==> config.mk <==
export PLATFORM = sky130hd
export DESIGN_NAME = prd_top
export DESIGN_NICKNAME = d
export VERILOG_FILES = /design/src/core/prd_pkg.sv /design/src/core/prd_req_if.sv /design/src/core/prd_cmd_dec.sv /design/src/core/prd_buf2.sv /design/src/core/prd_top.sv
export SDC_FILE = /design/constraint.sdc
export NUM_CORES = 1
export LEC_CHECK = 0
export BUFFER_PORTS_ARGS = -buffer_cell sky130_fd_sc_hd__buf_4
export CORE_MARGIN = 3
export CORE_UTILIZATION = 58
export DETAILED_ROUTE_END_ITERATION = 12
export GPL_ROUTABILITY_DRIVEN = 0
export PLACE_DENSITY = 0.89
export RECOVER_POWER = 50
export SYNTH_ARGS = -nofsm -noshare
export SYNTH_HDL_FRONTEND = slang
export SYNTH_SLANG_ARGS = --single-unit
==> constraint.sdc <==
create_clock -name I_SYS_CLK -period 5.9 [get_ports I_SYS_CLK]
set_clock_uncertainty 0.05 [all_clocks]
set_input_delay 1.18 -clock I_SYS_CLK [delete_from_list [all_inputs] [get_ports I_SYS_CLK]]
set_output_delay 1.18 -clock I_SYS_CLK [all_outputs]
set_load 0.005 [all_outputs]
==> src/core/prd_pkg.sv <==
// Pipelined request decoder package: command codes, field layout, request record.
// Assumes a single bus clock domain shared by all users.
package prd_pkg;
  localparam int          CMD_W       = 4;
  localparam int          LEN_W       = 3;
  localparam int          ADDR_W      = 64;
  localparam int          QWC_W       = 6;
  localparam int          SEQ_W       = 8;
  localparam int          SLOT_W      = 9;
  localparam logic [8:0]  MAX_SLOTS   = 9'h100;
  localparam int          LONG_SHIFT  = 2;
  localparam int          UPPER_LSB   = 32;
  localparam logic [3:0]  CMD_RD      = 4'h0;
  localparam logic [3:0]  CMD_RD_HP   = 4'h1;
  localparam logic [3:0]  CMD_WR      = 4'h4;
  localparam logic [3:0]  CMD_WR_HP   = 4'h5;
  localparam logic [3:0]  CMD_LRD     = 4'h8;
  localparam logic [3:0]  CMD_LRD_HP  = 4'h9;
  localparam logic [3:0]  CMD_FLUSH   = 4'ha;
  localparam logic [3:0]  CMD_FENCE   = 4'hc;
  localparam logic [3:0]  CMD_DUAL    = 4'hd;
  localparam logic [5:0]  QWC_ONE     = 6'h01;

  typedef enum logic [1:0] {
    PRD_KIND_READ,
    PRD_KIND_WRITE,
    PRD_KIND_FLUSH,
    PRD_KIND_FENCE
  } prd_kind_e;

  typedef struct packed {
    prd_kind_e         kind;
    logic              high_priority;
    logic              long_read;
    logic [63:3]       addr;
    logic [QWC_W-1:0]  qw_count;
    logic [SEQ_W-1:0]  seq;
  } prd_req_s;

  // Quadword count: length_field plus one, times four for a long read
  function automatic logic [QWC_W-1:0] qw_count(input logic [LEN_W-1:0] len,
                                                input logic            is_long);
    logic [QWC_W-1:0] n;
    n = {3'h0, len} + QWC_ONE;
    return is_long ? QWC_W'(n << LONG_SHIFT) : n;
  endfunction : qw_count
endpackage : prd_pkg

==> src/core/prd_req_if.sv <==
// Valid/ready carrier for decoded requests between the decoder's own modules.
// Assumes source and sink share the bus clock.
`timescale 1ns/1ps
`default_nettype none
interface prd_req_if;
  logic              valid;
  logic              ready;
  prd_pkg::prd_req_s data;
  modport source (output valid, output data, input ready);
  modport sink   (input valid, input data, output ready);
endinterface : prd_req_if
`default_nettype wire

==> src/core/prd_cmd_dec.sv <==
// Command field decoder: classifies the four-bit command.
// Assumes the command is already sampled in the bus clock domain.
`timescale 1ns/1ps
`default_nettype none
module prd_cmd_dec (
  input  wire logic [3:0]        i_cmd,
  input  wire logic              i_sideband,
  output var  prd_pkg::prd_kind_e o_kind,
  output logic                   o_high_priority,
  output logic                   o_long_read,
  output logic                   o_dual,
  output logic                   o_reserved
);
  always_comb begin
    o_kind          = prd_pkg::PRD_KIND_READ;
    o_high_priority = 1'b0;
    o_long_read     = 1'b0;
    o_dual          = 1'b0;
    o_reserved      = 1'b0;
    case (i_cmd)
      prd_pkg::CMD_RD: ;
      prd_pkg::CMD_RD_HP: o_high_priority = 1'b1;
      prd_pkg::CMD_WR: o_kind = prd_pkg::PRD_KIND_WRITE;
      prd_pkg::CMD_WR_HP: begin
        o_kind          = prd_pkg::PRD_KIND_WRITE;
        o_high_priority = 1'b1;
      end
      prd_pkg::CMD_LRD: o_long_read = 1'b1;
      prd_pkg::CMD_LRD_HP: begin
        o_long_read     = 1'b1;
        o_high_priority = 1'b1;
      end
      prd_pkg::CMD_FLUSH: o_kind = prd_pkg::PRD_KIND_FLUSH;
      prd_pkg::CMD_FENCE: o_kind = prd_pkg::PRD_KIND_FENCE;
      prd_pkg::CMD_DUAL: begin
        // Not valid when requests come through the sideband port
        o_dual     = ~i_sideband;
        o_reserved = i_sideband;
      end
      default: o_reserved = 1'b1;
    endcase
  end
endmodule : prd_cmd_dec
`default_nettype wire

==> src/core/prd_buf2.sv <==
// Two-entry request buffer with valid/ready on both sides.
// Assumes one clock; the drain side may hold ready low for any time.
`timescale 1ns/1ps
`default_nettype none
module prd_buf2 #(
  parameter int DEPTH = 2
) (
  input  wire logic  i_clk,
  input  wire logic  i_resetn,
  prd_req_if.sink    in_p,
  prd_req_if.source  out_p
);
  localparam int PW = $clog2(DEPTH);
  prd_pkg::prd_req_s  mem [DEPTH];
  logic [PW-1:0]      wr_ptr_r;
  logic [PW-1:0]      rd_ptr_r;
  logic [PW:0]        count_r;
  logic               push;
  logic               pop;

  assign in_p.ready  = (count_r != (PW+1)'(DEPTH));
  assign out_p.valid = (count_r != '0);
  assign out_p.data  = mem[rd_ptr_r];
  assign push        = in_p.valid & in_p.ready;
  assign pop         = out_p.valid & out_p.ready;

  function automatic logic [PW-1:0] inc(input logic [PW-1:0] p);
    return (p == PW'(DEPTH - 1)) ? '0 : PW'(p + 1'b1);
  endfunction : inc

  always_ff @(posedge i_clk) begin
    if (push) begin
      mem[wr_ptr_r] <= in_p.data;
    end
  end

  always_ff @(posedge i_clk or negedge i_resetn) begin
    if (!i_resetn) begin
      wr_ptr_r <= '0;
      rd_ptr_r <= '0;
      count_r  <= '0;
    end else begin
      if (push) begin
        wr_ptr_r <= inc(wr_ptr_r);
      end
      if (pop) begin
        rd_ptr_r <= inc(rd_ptr_r);
      end
      count_r <= count_r + (PW+1)'(push) - (PW+1)'(pop);
    end
  end
endmodule : prd_buf2
`default_nettype wire

==> src/core/prd_top.sv <==
// Target-side decoder for pipelined access requests on the multiplexed bus.
// Assumes bus pins are synchronous to I_SYS_CLK (the shared bus clock).
// Contract
// - Ordering follows request arrival, not data
// - Requests address main system memory only
// - Eight-byte aligned, whole quadword lengths
// - No processor cache snoop needed
// - Command sampled from byte-enable lines
// - Low three address bits hold length
// - Command codes decode per fixed table
// - Read returns length plus one quadwords
// - Long read moves four times that
// - Write stores enabled bytes, may pass reads
// - High-priority reads use separate queue
// - High-priority write ordered among high only
// - Flush drains writes, returns one quadword
// - Fence marks boundary, uses no slot
// - Dual address takes two request clocks
// - Dual address reserved on sideband port
// - Requests framed by pipe strobe
`timescale 1ns/1ps
`default_nettype none
module prd_top (
  input  wire logic                   I_SYS_CLK,
  input  wire logic                   I_RESETN,
  input  wire logic                   I_PIPE_N,
  input  wire logic [31:0]            I_AD,
  input  wire logic [3:0]             I_CBE_N,
  input  wire logic                   I_SIDEBAND,
  input  wire logic                   I_SLOT_RETIRE,
  input  wire logic                   I_REQ_READY,
  output logic                        O_REQ_VALID,
  output var  prd_pkg::prd_kind_e     O_REQ_KIND,
  output logic                        O_REQ_HIGH_PRIORITY,
  output logic                        O_REQ_LONG,
  output logic [63:3]                 O_REQ_ADDR,
  output logic [prd_pkg::QWC_W-1:0]   O_REQ_QW_COUNT,
  output logic [prd_pkg::SEQ_W-1:0]   O_REQ_SEQ,
  output logic                        O_REQ_STALL,
  output logic [prd_pkg::SLOT_W-1:0]  O_SLOTS_USED,
  output logic                        O_PROTOCOL_ERROR
);
  typedef enum logic {
    PRD_ST_ADDR,
    PRD_ST_UPPER
  } prd_state_e;

  prd_state_e                 state_r;
  prd_state_e                 state_nxt;
  logic                       pipe_r;
  logic [31:0]                ad_r;
  logic [3:0]                 cmd_r;
  logic [31:3]                low_addr_r;
  logic [2:0]                 low_len_r;
  prd_pkg::prd_req_s          req_r;
  logic                       req_valid_r;
  logic [prd_pkg::SEQ_W-1:0]  seq_r;
  logic [prd_pkg::SLOT_W-1:0] slots_r;
  logic                       err_r;
  prd_pkg::prd_kind_e         d_kind;
  logic                       d_hp;
  logic                       d_long;
  logic                       d_dual;
  logic                       d_rsvd;
  logic                       emit;
  logic                       emit_upper;
  logic                       bad;
  logic                       take;
  logic                       slot_take;

  prd_req_if buf_in ();
  prd_req_if buf_out ();

  // Pins share the bus clock, so one register stage is for timing only
  always_ff @(posedge I_SYS_CLK or negedge I_RESETN) begin
    if (!I_RESETN) begin
      pipe_r <= 1'b0;
      ad_r   <= 32'h0000_0000;
      cmd_r  <= 4'h0;
    end else begin
      pipe_r <= ~I_PIPE_N;
      ad_r   <= I_AD;
      cmd_r  <= I_CBE_N;
    end
  end

  prd_cmd_dec u_dec (
    .i_cmd           (cmd_r),
    .i_sideband      (I_SIDEBAND),
    .o_kind          (d_kind),
    .o_high_priority (d_hp),
    .o_long_read     (d_long),
    .o_dual          (d_dual),
    .o_reserved      (d_rsvd)
  );

  // Request framing and the two-clock dual address sequence
  always_comb begin
    state_nxt  = state_r;
    emit       = 1'b0;
    emit_upper = 1'b0;
    bad        = 1'b0;
    case (state_r)
      PRD_ST_ADDR: begin
        if (pipe_r) begin
          if (d_dual) begin
            state_nxt = PRD_ST_UPPER;
          end else if (d_rsvd) begin
            bad = 1'b1;
          end else begin
            emit = 1'b1;
          end
        end
      end
      PRD_ST_UPPER: begin
        state_nxt = PRD_ST_ADDR;
        if (!pipe_r || d_dual || d_rsvd) begin
          // Broken second clock: drop the whole request
          bad = 1'b1;
        end else begin
          emit       = 1'b1;
          emit_upper = 1'b1;
        end
      end
      default: state_nxt = PRD_ST_ADDR;
    endcase
  end

  always_ff @(posedge I_SYS_CLK or negedge I_RESETN) begin
    if (!I_RESETN) begin
      state_r <= PRD_ST_ADDR;
    end else begin
      state_r <= state_nxt;
    end
  end

  // First clock of a dual address request keeps low address and length
  always_ff @(posedge I_SYS_CLK or negedge I_RESETN) begin
    if (!I_RESETN) begin
      low_addr_r <= '0;
      low_len_r  <= 3'h0;
    end else if (state_r == PRD_ST_ADDR && pipe_r && d_dual) begin
      low_addr_r <= ad_r[31:3];
      low_len_r  <= ad_r[2:0];
    end
  end

  // Request record; low three bits are length, so aligned by construction
  function automatic prd_pkg::prd_req_s build(input logic [31:0] upper,
                                              input logic [31:3] lower,
                                              input logic [2:0]  len,
                                              input logic [prd_pkg::SEQ_W-1:0] seq);
    prd_pkg::prd_req_s r;
    r               = '0;
    r.kind          = d_kind;
    r.high_priority = d_hp;
    r.long_read     = d_long;
    r.addr          = {upper, lower};
    r.seq           = seq;
    if (d_kind == prd_pkg::PRD_KIND_FLUSH) begin
      r.addr     = '0;
      r.qw_count = prd_pkg::QWC_ONE;
    end else if (d_kind == prd_pkg::PRD_KIND_FENCE) begin
      r.addr     = '0;
      r.qw_count = '0;
    end else begin
      r.qw_count = prd_pkg::qw_count(len, d_long);
    end
    return r;
  endfunction : build

  // One holding stage feeds the buffer; a full buffer raises stall
  assign take      = emit && !(req_valid_r && !buf_in.ready);
  assign slot_take = take && (d_kind != prd_pkg::PRD_KIND_FENCE);

  always_ff @(posedge I_SYS_CLK or negedge I_RESETN) begin
    if (!I_RESETN) begin
      req_valid_r <= 1'b0;
      req_r       <= '0;
    end else if (take) begin
      req_valid_r <= 1'b1;
      if (emit_upper) begin
        req_r <= build(ad_r, low_addr_r, low_len_r, seq_r);
      end else begin
        req_r <= build(32'h0000_0000, ad_r[31:3], ad_r[2:0], seq_r);
      end
    end else if (buf_in.ready) begin
      req_valid_r <= 1'b0;
    end
  end

  // Arrival stamp lets the memory side order by request, not by data
  always_ff @(posedge I_SYS_CLK or negedge I_RESETN) begin
    if (!I_RESETN) begin
      seq_r <= '0;
    end else if (take) begin
      seq_r <= prd_pkg::SEQ_W'(seq_r + 1'b1);
    end
  end

  // Outstanding slot count; a fence takes none
  always_ff @(posedge I_SYS_CLK or negedge I_RESETN) begin
    if (!I_RESETN) begin
      slots_r <= '0;
    end else if (slot_take && !(I_SLOT_RETIRE && slots_r != '0)) begin
      slots_r <= prd_pkg::SLOT_W'(slots_r + 1'b1);
    end else if (!slot_take && I_SLOT_RETIRE && slots_r != '0) begin
      slots_r <= prd_pkg::SLOT_W'(slots_r - 1'b1);
    end
  end

  // Error pulse: reserved code, broken dual address, overrun or slot excess
  always_ff @(posedge I_SYS_CLK or negedge I_RESETN) begin
    if (!I_RESETN) begin
      err_r <= 1'b0;
    end else begin
      err_r <= bad || (emit && !take)
            || (slot_take && slots_r >= prd_pkg::MAX_SLOTS);
    end
  end

  assign buf_in.valid = req_valid_r;
  assign buf_in.data  = req_r;

  // Read, write and high-priority queues sit downstream; the buffer
  // with the holding stage absorbs three requests of a receiver stall; a further one is dropped. No snoop path exists.
  prd_buf2 #(
    .DEPTH (2)
  ) u_buf (
    .i_clk    (I_SYS_CLK),
    .i_resetn (I_RESETN),
    .in_p     (buf_in),
    .out_p    (buf_out)
  );

  assign buf_out.ready       = I_REQ_READY;
  assign O_REQ_VALID         = buf_out.valid;
  assign O_REQ_KIND          = buf_out.data.kind;
  assign O_REQ_HIGH_PRIORITY = buf_out.data.high_priority;
  assign O_REQ_LONG          = buf_out.data.long_read;
  assign O_REQ_ADDR          = buf_out.data.addr;
  assign O_REQ_QW_COUNT      = buf_out.data.qw_count;
  assign O_REQ_SEQ           = buf_out.data.seq;
  assign O_REQ_STALL         = ~buf_in.ready;
  assign O_SLOTS_USED        = slots_r;
  assign O_PROTOCOL_ERROR    = err_r;
endmodule : prd_top
`default_nettype wire

# Word-level counts from Yosys, hierarchy flattened
# Memory sizes are Yosys's and may differ from the RTL's.
# Index checks and enable logic that the tools add are counted.
word_totals:
  output_inout_bits: 91
  wordCells: 114
  in_bits: 42
  ff_bits: 172
  n_memories: 1
  ramBits: 158
memory_table:
  columns: ["memory", "depth", "width", "rd", "rd_ports_with_merged_regs", "write_ports", "line_no", "rtl"]
  rows:
  - ["u_buf.mem", 2, 79, 1, 0, 1, "prd_buf2.sv:14", "prd_pkg::prd_req_s mem [DEPTH];"]
classes:
  n_eq_ne: 12
  n_lt_le_gt_ge: 1
  add_sub_neg: 9
  n_reduce_logical: 30
  n_mux: 36
  bitwise: 6
op_table:
  columns: ["op", "count"]
  rows:
  - ["$mux 75", 1]
  - ["$mux 67", 1]
  - ["$mux 61", 1]
  - ["$mux 35", 1]
  - ["$mux 29", 1]
  - ["$mux 6", 4]
  - ["$eq 4x4->1 const B", 5]
  - ["$mux 1", 20]
  - ["$mux 9", 2]
  - ["$logic_and 1x1->1", 11]
  - ["$add 9x1->9 const B", 1]
  - ["$ge 9x9->1 const B", 1]
  - ["$reduce_bool 9->1", 1]
  - ["$sub 9x1->9 const B", 1]
  - ["$add 3x1->4 const B", 2]
  - ["$add 8x1->8 const B", 1]
  - ["$eq 4x3->1 const B", 2]
  - ["$pmux 1 s2", 4]
  - ["$reduce_or 8->1", 1]
  - ["$logic_not 1->1", 6]
  - ["$pmux 2 s3", 1]
  - ["$reduce_bool 2->1", 3]
  - ["$eq 2x2->1 const B", 2]
  - ["$eq 4x1->1 const B", 1]
  - ["10 further kinds", 20]

# Logic depth before layout (Yosys ltp)
logic_depth:
  word_depth: 14
  depth_mapped: 15
  ltp_nobuf: 14

# Cells and area by module
# A second synthesis with hierarchy kept.
hier_totals:
  hier_cells: 850
  area_unflattened_um2: 12573.3
by_module_without_submodules:
  columns: ["mod", "area_each_um2", "instances", "cells_per_inst", "seq_area_each_um2"]
  rows:
  - ["prd_top", 6541.3, 1, 570, 4204.0]
  - ["prd_buf2", 5950.7, 1, 268, 4844.6]
  - ["prd_cmd_dec", 81.3, 1, 12, 0.0]

# Worst setup path before layout
# OpenSTA, ideal clock, no wires.
synth_timing:
  path_kind: "reg-to-reg"
  from: "register u_buf.count_r[1]"
  to: "memory u_buf.mem[0][0] (netlist name), enable pin"
  arrival_ns: 3.872
  n_path_buf: 0
  path_slack_ns: 1.462
  path_stages_with_launch: 4
  setup_ns: 0.517
  path_cell_list: "dfrtp_1 -> nand2_1 -> nand2_1 -> nor2_1"
synth_between:
  elab_chain_len: 4
synth_lines:
  columns: ["element", "line_no", "rtl"]
  rows:
  - ["start, declared", "prd_buf2.sv:17", "logic [PW:0] count_r;"]
  - ["start signal, assigned", "prd_buf2.sv:49", "count_r <= count_r + (PW+1)'(push) - (PW+1)'(pop);"]
  - ["$ne 2x2->1", "prd_buf2.sv:21", "assign in_p.ready = (count_r != (PW+1)'(DEPTH));"]
  - ["$and 1x1->1", "prd_buf2.sv:24", "assign push = in_p.valid & in_p.ready;"]
  - ["$mux 1", "prd_buf2.sv:32", "if (push) begin"]
  - ["$mux 1 (not written as such)", "prd_buf2.sv:33", "mem[wr_ptr_r] <= in_p.data;"]
  - ["end, declared", "prd_buf2.sv:14", null]
# No other way between the ends.

# Worst setup path after layout
layout_timing:
  from: "register u_buf.rd_ptr_r"
  to: "output port O_REQ_ADDR[32] (netlist name)"
layout_between:
  elab_chain_len: 1
layout_lines:
  columns: ["element", "line_no", "rtl"]
  rows:
  - ["start, declared", "prd_buf2.sv:16", "logic [PW-1:0] rd_ptr_r;"]
  - ["start signal, assigned", "prd_buf2.sv:47", "rd_ptr_r <= inc(rd_ptr_r);"]
  - ["$mem_v2 2x79", null, null]
  - ["end, declared", "prd_top.sv:36", "output logic [63:3] O_REQ_ADDR,"]
# No other way between the ends.

==> reports/metrics.csv <==
stage,metric,value,unit
status,status,"finished, violations left",
status,failing checks,"max-capacitance violations, max-slew violations",
timing,Final Setup Violations,0,
floorplanning,DIE AREA,23300,um^2
global_route,Tot GR Track Use,20.0,%
global_route,initial antenna violation count,0,
routing,Final ANT Viol Nets,0,
logic_synthesis,"top cells by area, synth","edfxtp_1 38%, dfrtp_1 34%, mux2_2 9.9%, mux2i_1 2.6%, a22o_1 2.4%",
critical_path,Setup Crit Path Kind,reg2out,
logic_synthesis,Avg Inst Size Synth,15.9,um^2
critical_path,R2R cell count,11,
cells_and_area,Fillers,1383,
cells_and_area,register area,9050,um^2
cells_and_area,share of cells above drive strength 1,32.0,%
floorplanning,Die W,153,um
cells_and_area,Finished Layout Cells,1224,
critical_path,"Largest delay share family, worst path",flip-flops,
logic_synthesis,Yosys cell types,45,
power_and_ir_drop,Lkg Pwr,0.00635,uW
clock_network,H-tree levels,1,
min_path,Hold EP,u_buf.mem[0][24],
routing,overall routed net length,23.3,mm
clock_network,Root Driver,clkbuf_16,
floorplanning,die height,153,um
routing,total number of vias,6873,
global_route,vias in the first global route,7398,
timing,Final Max Slew Viols,135,
logic_synthesis,sequential fraction of the synthesis area,72.5,%
min_path,Hold Crit Class,reg2reg,
floorplanning,core area,21100,um^2
power_and_ir_drop,total power,6690,uW
logic_synthesis,number of synthesized flops with an enable pin,158,
timing,RSZ-0062 raised after global routing,false,
placed_design,post-DP HPWL,13.8,mm
critical_path,Worst Path Required,4.67,ns
min_path,worst hold path depth,0,
floorplanning,Rows,53,
timing,measured slew at the worst slew-check pin,2.59,ns
routing,# DRC,0,
logic_synthesis,post-synth top area share,38.0,%
power_and_ir_drop,Clk pwr share,28.2,%
logic_synthesis,top_reg_cell synth,dfrtp_1,
clock_network,CTS Hold Buffers Added,0,
critical_path,Critical Path Max Stage Delay,1.18,ns
critical_path,Crit Reg-Reg Endpoint,O_SLOTS_USED[8],
power_and_ir_drop,Peak VDD IR,0.309,mV
cells_and_area,Multi-input gate area,3280,um^2
timing,Final Critical Period,3.57,ns
logic_synthesis,Mapped Cells,786,
global_route,largest net degree at the start of global routing,102,
critical_path,crit-path max FO,80,
timing,setup_tns,0,ns
cells_and_area,Area growth syn-to-layout,18.0,%
timing,final hold violation count,0,
power_and_ir_drop,total power density per cell area,454,nW/um^2
power_and_ir_drop,Net Sw Power,1820,uW
clock_network,CTS tree,built,
cells_and_area,Ant. Diodes,0,
timing,fmax,280,MHz
power_and_ir_drop,switching part of the total,27.2,%
clock_network,maximum clock path buffer count,3,
power_and_ir_drop,Int Power,4870,uW
floorplanning,io pins,133,
min_path,HP Start,buf_in.data[24],
critical_path,Worst R2R Start,cmd_r[3],
routing,initial drt markers,311,
clock_network,# resized after CTS,0,
critical_path,cells along the critical path,"mux2_2, buf_4",
critical_path,crit path capture type,primary output,
logic_synthesis,"Net Count, Synth",842,
routing,Routed WL per cell,19.0,um
logic_synthesis,asr flop ratio synth,52.1,%
placed_design,IO Port Bufs,132,
cells_and_area,"commonest non-fill, non-tap cell in the layout",dfrtp_1,
floorplanning,starting density of the core,59.2,%
clock_network,Clock Latency Late Sink,0.53,ns
clock_network,"Reg clk slew, reported paths",0.06,ns
critical_path,cell at the slowest stage of the critical path,dfrtp_4,
timing,Final period util,60.5,%
critical_path,worst path bufs/invs,1,
power_and_ir_drop,Comb power frac,22.9,%
routing,Via density,5.62,
cells_and_area,Final nets,981,
critical_path,critical path arrival,2.34,ns
cells_and_area,most frequent cells in the layout,"171 x dfrtp_1, 158 x edfxtp_1, 110 x mux2_2",
routing,drt pass-1 iters,4,
logic_synthesis,number of synthesis warnings,0,
clock_network,cts bufs inserted,31,
clock_network,setup bufs post-CTS,0,
global_route,global-route wire length before repair,38.0,mm
logic_synthesis,"Cell Area, Synth",12500,um^2
timing,worst hold slack,0.414,ns
timing,Setup WS post-layout,2.33,ns
power_and_ir_drop,Reg power frac,48.9,%
clock_network,clock sinks,330,
placed_design,pre-CTS setup slack,2.37,ns
logic_synthesis,Synth Register Bits,330,
critical_path,r2r setup slk,2.60,ns
logic_synthesis,Yosys top cell by area,edfxtp_1,
placed_design,Post-Place Cells,1167,
job,max-cap violation count,2,
global_route,grt total ovfl,0,
timing,relative slew slack,-72.5,%
critical_path,crit start category,flip-flop,
sequential cells by signal, indices dropped and copies added, names as in the netlist:
register          count
low_addr_r           29
u_buf.mem           158
low_len_r             3
u_buf.rd_ptr_r        1
buf_in.valid          1
O_PROTOCOL_ERROR      1
u_buf.wr_ptr_r        1
u_buf.count_r         2
pipe_r                1
state_r               1
O_SLOTS_USED          9
buf_in.data          79
ad_r                 32
seq_r                 8
cmd_r                 4
power by group through the flow:
| stage | logic [uW] | registers (uW) | clock network [uW] |
|---|---|---|---|
| finish | 1530 | 3270 | 1880 |
| global route | 1680 | 3340 | 2010 |
| CTS | 1560 | 3280 | 1920 |
| detailed placement | 1550 | 3320 | 0 |
| global placement | 1510 | 3290 | 0 |
| floorplan | 950 | 3150 | 0 |
cell type report:
cell class,instances,share of cell area [%]
clock buffers,39,5.74
clock inverters,18,0.909
inverters,10,0.255
multi-input cells,411,22.3
flip-flops and latches,330,61.5
well taps,275,2.34
repair buffers,141,7.02
synthesized netlist by cell type, types with 3 or more instances:
master and n:
xnor2_1 10, clkbuf_1 17, mux2i_1 33, o31ai_1 3
nand2_1 75, o211ai_1 3, a22o_1 34, edfxtp_1 158
and3_1 3, buf_1 3, dfrtp_1 172, nand3_1 14
a21oi_1 9, mux2_2 110, inv_1 10, nand2b_1 6
nor2_1 9, buf_2 14, xor2_1 9, o21ai_0 47
ha_1 13
routing by layer:
metal	part of all wire, %	up-vias	GRT usage [%]
met5	0	-	0
met4	2.1	0	6.36
met3	4.6	39	3.61
met2	51	174	34.5
met1	42	3486	26.3
li1	-	3174	-
cell families after synthesis:
kind of cell / share of synthesized area [%]
AOI/OAI and AO/OA: 6.02
xor gates and xnor gates: 1.33
adders and majority gates: 1.46
buffers and inverters: 1.55
DFF: 72.5
muxes: 12.7
and+or+nand+nor: 4.41
stage by stage:
stage | util, % | area, um^2
after floorplan | - | 12500
after global placement | 65.3 | 13800
after detailed placement | 65.3 | 13800
after CTS | 70.0 | 14800
after global routing | 69.8 | 14700
final | 69.8 | 14700
worst max-delay path by stage:
stage,startpoint,cells after the start,to,slack [ns]
finish,u_buf.rd_ptr_r,2,O_REQ_ADDR[32],2.33
global route,I_RESETN,1,u_buf.rd_ptr_r,2.00
CTS,u_buf.rd_ptr_r,2,O_REQ_ADDR[32],2.29
detailed placement,I_SLOT_RETIRE,10,O_SLOTS_USED[8],2.37
global placement,I_SLOT_RETIRE,10,O_SLOTS_USED[8],2.46
floorplan,u_buf.count_r[1],3,u_buf.mem[0][0],1.46
No activity file was read; power rests on OpenSTA's default activity.
